### src/fpep_pkg.sv
// Constants shared by the flash program/erase protection block
`default_nettype none
package fpep_pkg;
  // ---------------------------------------------------------------
  // Register byte addresses
  // ---------------------------------------------------------------
  localparam logic [7:0] FPEP_OFS_CTRL       = 8'h00;
  localparam logic [7:0] FPEP_OFS_BLK_FIRST  = 8'h04;
  localparam logic [7:0] FPEP_OFS_BLK_SECOND = 8'h08;
  localparam logic [7:0] FPEP_OFS_WAIT       = 8'h0C;
  localparam logic [7:0] FPEP_OFS_STATUS     = 8'h10;
  localparam logic [7:0] FPEP_ADDR_MASK      = 8'hFC;

  // ---------------------------------------------------------------
  // Field positions
  // ---------------------------------------------------------------
  localparam int FPEP_CTRL_PROG   = 0;
  localparam int FPEP_CTRL_ERASE  = 1;
  localparam int FPEP_CTRL_PCHK   = 2;
  localparam int FPEP_CTRL_ECHK   = 3;
  localparam int FPEP_WAIT_OVL_HI = 7;
  localparam int FPEP_WAIT_OVL_LO = 6;

  // ---------------------------------------------------------------
  // Reset values, masks and bus encodings
  // ---------------------------------------------------------------
  localparam logic [7:0] FPEP_CTRL_RST       = 8'h00;
  localparam logic [7:0] FPEP_CTRL_MASK      = 8'h0F;
  localparam logic [7:0] FPEP_BLK_FIRST_RST  = 8'hF0;
  localparam logic [7:0] FPEP_BLK_FIRST_RSVD = 8'hF0;
  localparam logic [7:0] FPEP_BLK_SECOND_RST = 8'h00;
  localparam logic [7:0] FPEP_WAIT_RST       = 8'h08;
  localparam logic [1:0] FPEP_HTRANS_NONSEQ  = 2'h2;
  localparam logic [2:0] FPEP_HSIZE_WORD     = 3'h2;
endpackage : fpep_pkg
`default_nettype wire

### src/fpep_core.sv
// Flash program/erase control and protection with AHB-Lite registers
`default_nettype none
module fpep_core
  import fpep_pkg::*;
(
  input  wire logic        hclk,
  input  wire logic        hresetn,
  input  wire logic        hsel,
  input  wire logic [31:0] haddr,
  input  wire logic [1:0]  htrans,
  input  wire logic        hwrite,
  input  wire logic [2:0]  hsize,
  input  wire logic [31:0] hwdata,
  input  wire logic        hready,
  output var  logic [31:0] hrdata,
  output var  logic        hreadyout,
  output var  logic        hresp,
  input  wire logic        program_voltage_pin,
  input  wire logic        standby_req,
  input  wire logic        watchdog_reset,
  input  wire logic        irq_in,
  output var  logic        program_pulse,
  output var  logic        erase_pulse,
  output var  logic        verify_en,
  output var  logic        prewrite_verify,
  output var  logic        busy,
  output var  logic        aborted,
  output var  logic        overlap_vectors,
  output var  logic [11:0] block_en
);

  // ---------------------------------------------------------------
  // State
  // ---------------------------------------------------------------
  typedef struct packed {
    logic [7:0]  ctrl;
    logic [7:0]  blk_first;
    logic [7:0]  blk_second;
    logic [7:0]  wait_ctrl;
    logic        aborted;
    logic        wr_pend;
    logic [7:0]  wr_addr;
    logic [31:0] rdata;
    logic        ready;
    logic        prog_pulse;
    logic        erase_pulse;
    logic        verify_en;
    logic        prewrite;
    logic        busy;
    logic        ovl_vec;
    logic        emu_prot;
    logic [11:0] blk_en;
  } fpep_state_t;

  fpep_state_t st;
  fpep_state_t next_st;
  logic        hw_init;
  logic        addr_ok;

  // Register select, used by both read and write paths
  function automatic logic fpep_hit(input logic [7:0] a,
                                    input logic [7:0] ofs);
    fpep_hit = ((a & FPEP_ADDR_MASK) == ofs);
  endfunction

  // ---------------------------------------------------------------
  // Next-state logic
  // ---------------------------------------------------------------
  always_comb begin
    next_st         = st;
    next_st.ready   = 1'b1;
    next_st.wr_pend = 1'b0;
    hw_init = ~program_voltage_pin | standby_req | watchdog_reset;
    addr_ok = hsel & hready & (htrans == FPEP_HTRANS_NONSEQ);
    // Data phase of a write lands in the addressed register
    if (st.wr_pend) begin
      if (fpep_hit(st.wr_addr, FPEP_OFS_CTRL)) begin
        next_st.ctrl = hwdata[7:0] & FPEP_CTRL_MASK;
      end
      if (fpep_hit(st.wr_addr, FPEP_OFS_BLK_FIRST)) begin
        next_st.blk_first = hwdata[7:0] | FPEP_BLK_FIRST_RSVD;
      end
      if (fpep_hit(st.wr_addr, FPEP_OFS_BLK_SECOND)) begin
        next_st.blk_second = hwdata[7:0];
      end
      if (fpep_hit(st.wr_addr, FPEP_OFS_WAIT)) begin
        next_st.wait_ctrl = hwdata[7:0];
      end
    end
    // No 12 V, standby or watchdog reset clears ctrl, blk_first and blk_second; wait_ctrl keeps its value
    if (hw_init) begin
      next_st.ctrl       = FPEP_CTRL_RST;
      next_st.blk_first  = FPEP_BLK_FIRST_RST;
      next_st.blk_second = FPEP_BLK_SECOND_RST;
    end
    // Interrupt during program or erase latches the abort
    if (irq_in & st.busy) begin
      next_st.aborted = 1'b1;
    end
    // Address phase: latch writes, fetch read data
    if (addr_ok & hwrite & (hsize == FPEP_HSIZE_WORD)) begin
      next_st.wr_pend = 1'b1;
      next_st.wr_addr = haddr[7:0];
    end
    if (addr_ok & ~hwrite) begin
      next_st.rdata = 32'h0000_0000;
      if (fpep_hit(haddr[7:0], FPEP_OFS_CTRL)) begin
        next_st.rdata[7:0] = next_st.ctrl;
      end
      if (fpep_hit(haddr[7:0], FPEP_OFS_BLK_FIRST)) begin
        next_st.rdata[7:0] = next_st.blk_first;
      end
      if (fpep_hit(haddr[7:0], FPEP_OFS_BLK_SECOND)) begin
        next_st.rdata[7:0] = next_st.blk_second;
      end
      if (fpep_hit(haddr[7:0], FPEP_OFS_WAIT)) begin
        next_st.rdata[7:0] = next_st.wait_ctrl;
      end
      if (fpep_hit(haddr[7:0], FPEP_OFS_STATUS)) begin
        next_st.rdata[7:0] = {5'h00, program_voltage_pin, next_st.aborted,
                              next_st.ctrl[FPEP_CTRL_PROG]
                              | next_st.ctrl[FPEP_CTRL_ERASE]};
      end
    end
    // Derived controls
    next_st.busy = next_st.ctrl[FPEP_CTRL_PROG]
                 | next_st.ctrl[FPEP_CTRL_ERASE];
    next_st.emu_prot = next_st.wait_ctrl[FPEP_WAIT_OVL_HI]
                     ^ next_st.wait_ctrl[FPEP_WAIT_OVL_LO];
    next_st.ovl_vec = next_st.wait_ctrl[FPEP_WAIT_OVL_HI]
                    & next_st.wait_ctrl[FPEP_WAIT_OVL_LO];
    // Selected blocks, cleared by any protection
    next_st.blk_en = {next_st.blk_first[3:0], next_st.blk_second};
    if (next_st.emu_prot | next_st.aborted | hw_init) begin
      next_st.blk_en = 12'h000;
    end
    next_st.prog_pulse = next_st.ctrl[FPEP_CTRL_PROG]
                       & (|next_st.blk_en);
    next_st.erase_pulse = next_st.ctrl[FPEP_CTRL_ERASE]
                        & ~next_st.ctrl[FPEP_CTRL_PROG]
                        & (|next_st.blk_en);
    // Verify paths need 12 V; abort leaves them usable
    next_st.prewrite = ~hw_init
                     & ((next_st.ctrl & FPEP_CTRL_MASK) == 8'h00);
    next_st.verify_en = ~hw_init & (next_st.prewrite
                      | next_st.ctrl[FPEP_CTRL_PCHK]
                      | next_st.ctrl[FPEP_CTRL_ECHK]);
  end

  // ---------------------------------------------------------------
  // State register
  // ---------------------------------------------------------------
  always_ff @(posedge hclk or negedge hresetn) begin
    if (!hresetn) begin
      st            <= '0;
      st.blk_first  <= FPEP_BLK_FIRST_RST;
      st.wait_ctrl  <= FPEP_WAIT_RST;
    end else begin
      st <= next_st;
    end
  end

  // Outputs straight from the state flops; hresp is tied low
  assign hrdata          = st.rdata;
  assign hreadyout       = st.ready;
  assign hresp           = 1'b0;
  assign program_pulse   = st.prog_pulse;
  assign erase_pulse     = st.erase_pulse;
  assign verify_en       = st.verify_en;
  assign prewrite_verify = st.prewrite;
  assign busy            = st.busy;
  assign aborted         = st.aborted;
  assign overlap_vectors = st.ovl_vec;
  assign block_en        = st.blk_en;

  // Emulation protect flag, watched by the next check
  logic emu_prot_chk;
  assign emu_prot_chk = st.emu_prot;
endmodule // fpep_core
`default_nettype wire

### config.mk
export PLATFORM = sky130hd
export DESIGN_NAME = fpep_core
export DESIGN_NICKNAME = d
export VERILOG_FILES = /design/src/fpep_pkg.sv /design/src/fpep_core.sv
export SDC_FILE = /design/constraint.sdc
export NUM_CORES = 1
export LEC_CHECK = 0
export BUFFER_PORTS_ARGS = -buffer_cell sky130_fd_sc_hd__buf_2
export CAP_MARGIN = 30
export CORE_ASPECT_RATIO = 0.8
export CORE_UTILIZATION = 49
export DETAILED_ROUTE_END_ITERATION = 7
export GPL_TIMING_DRIVEN = 0
export PLACE_DENSITY = 0.9
export SLEW_MARGIN = 10
export SYNTH_ARGS = -nofsm -noshare
export SYNTH_HDL_FRONTEND = slang
export SYNTH_SLANG_ARGS = --single-unit
export TNS_END_PERCENT = 30
### constraint.sdc
create_clock -name hclk -period 3.2 [get_ports hclk]
set_input_delay 0.48 -clock hclk [delete_from_list [all_inputs] [get_ports hclk]]
set_output_delay 0.48 -clock hclk [all_outputs]
set_load 0.1 [all_outputs]
==> impl_metrics.sql <==
INSERT INTO impl_metrics (metric_group, metric, value, unit) VALUES
('flow_run', 'max-cap-violations', '0', ''),
('clock_network', 'clock_latency', '0.35', 'ns'),
('routing', 'routed-via-count', '2768', ''),
('final_layout', 'syn2layout_area_growth', '20.0', '%'),
('outcome', 'outcome', 'complete, no violations', ''),
('logic_synthesis', 'syn_area', '0.00348', 'mm2'),
('setup_path', 'critical_path.max_stage_delay', '0.47', 'ns'),
('die', 'die_area', '0.00744', 'mm2'),
('logic_synthesis', 'synth-xor-area-share', '0', '%'),
('setup_path', 'reg2reg_from', 'st[59]', ''),
('die', 'num_rows', '27', ''),
('timing', 'unrepaired_setup_endpoints_after_global_routing', 'false', ''),
('clock_network', 'cts_repair_resize_count', '0', ''),
('placement', 'portBuffers', '54', ''),
('logic_synthesis', 'yosysSeqAreaShare', '48.4', '%'),
('timing', 'final-setup-viol-count', '0', ''),
('setup_path', 'critical_path.startpoint', 'st[59]', ''),
('pwr', 'vdd_ir_drop_max', '0.218', 'mV'),
('setup_path', 'rr_endpoint', 'erase_pulse', ''),
('clock_network', 'post-cts-setup-buffers', '0', ''),
('final_layout', 'layout.cells.most_common', 'dfrtp_1', ''),
('logic_synthesis', 'synthesis.instances', '336', ''),
('die', 'number_of_top_level_design_ports', '131', ''),
('timing', 'report.final.hold_viol_count', '0', ''),
('worst_hold_path', 'hp-class', 'input pin to asynchronous set/reset pin', ''),
('timing', 'achievable-frequency', '358', 'MHz'),
('routing', 'routed_wl', '7.93', 'mm'),
('timing', 'maxSlewHeadroom', '44.7', '%'),
('clock_network', 'cts_buffer_depth', '2', ''),
('final_layout', 'sequential_cell_area', '0.00168', 'mm2'),
('clock_network', 'clkTransAtPathRegs', '0.08', 'ns'),
('logic_synthesis', 'compound_gate_fraction_of_synth_area', '11.9', '%'),
('grt', 'overflow', '0', ''),
('logic_synthesis', 'synth_edf_count', '0', ''),
('pwr', 'power_per_cell_area', '506', 'mW/mm2'),
('logic_synthesis', 'synth-seq-cells', '67', ''),
('routing', 'avgRoutedWirePerCell', '15.3', 'um'),
('grt', 'via_count_of_the_first_global_routing_pass', '2712', ''),
('setup_path', 'criticalPathCategory', 'register to register', ''),
('setup_path', 'crit_end', 'erase_pulse', ''),
('final_layout', 'fraction_of_final_layout_cells_sized_beyond_drive_strength_1', '36.5', '%'),
('final_layout', 'multi_input_area', '0.00147', 'mm2'),
('placement', 'detailedPlacementHpwl', '5.96', 'mm'),
('setup_path', 'worstSetupStartpointType', 'register', ''),
('grt', 'overall_routing_resource_usage', '23.6', '%'),
('final_layout', 'design.final.nets', '504', ''),
('setup_path', 'kind_of_capture_point_of_the_worst_setup_path', 'register', ''),
('timing', 'finalCriticalPeriod', '2.79', 'ns'),
('grt', 'grt_max_degree', '68', ''),
('setup_path', 'cp.required', '3.48', 'ns'),
('final_layout', 'layout.cells.most_common_list', '62 x dfrtp_1, 56 x buf_2, 46 x buf_4', ''),
('clock_network', 'cts_hold_buffers', '0', ''),
('pwr', 'power.static_leakage', '2.11', 'nW'),
('routing', 'drt_first_pass_iters', '5', ''),
('setup_path', 'setup.reg_to_reg.worst_slack', '0.41', 'ns'),
('timing', 'tightestPinTransition', '0.829', 'ns'),
('routing', 'detail_route.vias_per_cell', '5.35', ''),
('placement', 'gp_routability_congestion', '0.905', ''),
('setup_path', 'worst_path_max_delay_cell', 'or3_1', ''),
('routing', 'route.antenna.remaining_nets', '0', ''),
('logic_synthesis', 'synth-adder-area-share', '0.360', '%'),
('final_layout', 'filler_cell_count', '600', ''),
('clock_network', 'cts_sinks', '67', ''),
('setup_path', 'critical_path_peak_fanout', '8', ''),
('timing', 'clock-skew-final', '0.0116', 'ns'),
('grt', 'antenna_violations_before_repair', '0', ''),
('logic_synthesis', 'async_flop_share', '100', '%'),
('die', 'floorplan.die.height', '77.4', 'um'),
('logic_synthesis', 'netlist-cell-type-count', '60', ''),
('setup_path', 'worst-r2r-cell-count', '7', ''),
('die', 'starting_density', '50.7', '%');
==> worst reg2reg max path, delay by kind of cell (launching register included) <==
| family | cells | cell delay (ns) |
|---|---|---|
| and+or+nand+nor | 4 | 1.51 |
| muxes | 1 | 0.36 |
| AOI/OAI and AO/OA | 1 | 0.13 |
| DFF | 1 | 0.41 |
| adders and majority gates | 1 | 0.33 |
==> routing by layer <==
layer	track usage [%]	vias up	share of wire (%)	wire, um
li1	-	1305	-	-
met1	31.5	1329	43	3430
met2	36.5	115	47	3740
met3	7.55	19	7.6	601
met4	7.31	0	2.0	162
met5	0	-	0	0
==> cells by family (layout without fill, tap and decap cells) <==
kind of cell	count (synthesis)	in the layout
simple gates	128	128
flops	67	67
buf+inv	64	134
compound gates	57	57
mux	17	17
other cells	2	26
fa+ha+maj	1	1
==> worst min path at each step <==
| stage | cells past startpoint | end | slack, ns | from |
|---|---|---|---|---|
| final | 1 | block_en[11] | 0.21 | hresetn |
| after global routing | 1 | program_pulse | 0.28 | hresetn |
| after CTS | 1 | st[79] | 0.25 | hresetn |
| after detailed placement | 1 | st[64] | 0.49 | st[64] |
| after global placement | 1 | st[63] | 0.48 | st[63] |
| after floorplan | 0 | aborted | 0.18 | hresetn |
==> registers in the layout, indices dropped and copies added, names as in the netlist <==
register and count:
st 39, erase_pulse 1, aborted 1, program_pulse 1, block_en 12, busy 1, overlap_vectors 1, prewrite_verify 1
hreadyout 1, verify_en 1, hrdata 8
==> synth_stat cells (6+ instances only) <==
| library cell | instances | area [um2] |
|---|---|---|
| and3_1 | 7 | 43.8 |
| nor4_1 | 7 | 43.8 |
| nand3_1 | 16 | 80.1 |
| nor2_1 | 27 | 101 |
| dfrtp_1 | 62 | 1550 |
| clkbuf_1 | 11 | 41.3 |
| buf_4 | 45 | 338 |
| a21oi_1 | 14 | 70.1 |
| nand2_1 | 24 | 90.1 |
| mux2i_1 | 7 | 70.1 |
| o21ai_0 | 8 | 40.0 |
| mux2_2 | 6 | 67.6 |
==> cell type report <==
| class | instances | area share [%] |
|---|---|---|
| inverters | 5 | 0.450 |
| clock buffers | 9 | 2.97 |
| plain buffers | 59 | 9.44 |
| repair buffers | 54 | 6.53 |
| clock inverters | 7 | 2.40 |
| well taps | 87 | 2.61 |
| flip-flops and latches | 67 | 40.3 |
| multi-input cells | 229 | 35.3 |
==> per-stage QoR <==
step | cells | area, um2 | util [%] | setup slack (ns) | hold WS, ns
after floorplan | 360 | 3570 | - | 0.745 | 0.184
final | 517 | 4180 | 60.9 | 0.409 | 0.206
after global placement | 501 | 3950 | 57.6 | 0.483 | 0.476
after detailed placement | 501 | 3950 | 57.6 | 0.424 | 0.488
after global routing | 517 | 4180 | 60.9 | 0.292 | 0.283
after CTS | 517 | 4180 | 60.9 | 0.416 | 0.254
==> power by group <==
part           switching (mW)  total [mW]  leakage [nW]  internal, mW
clock network           0.340       0.783         0.114         0.443
registers              0.0193       0.893         0.888         0.874
logic                   0.342       0.438          1.11        0.0962
Power figures use the tool's default switching activity.
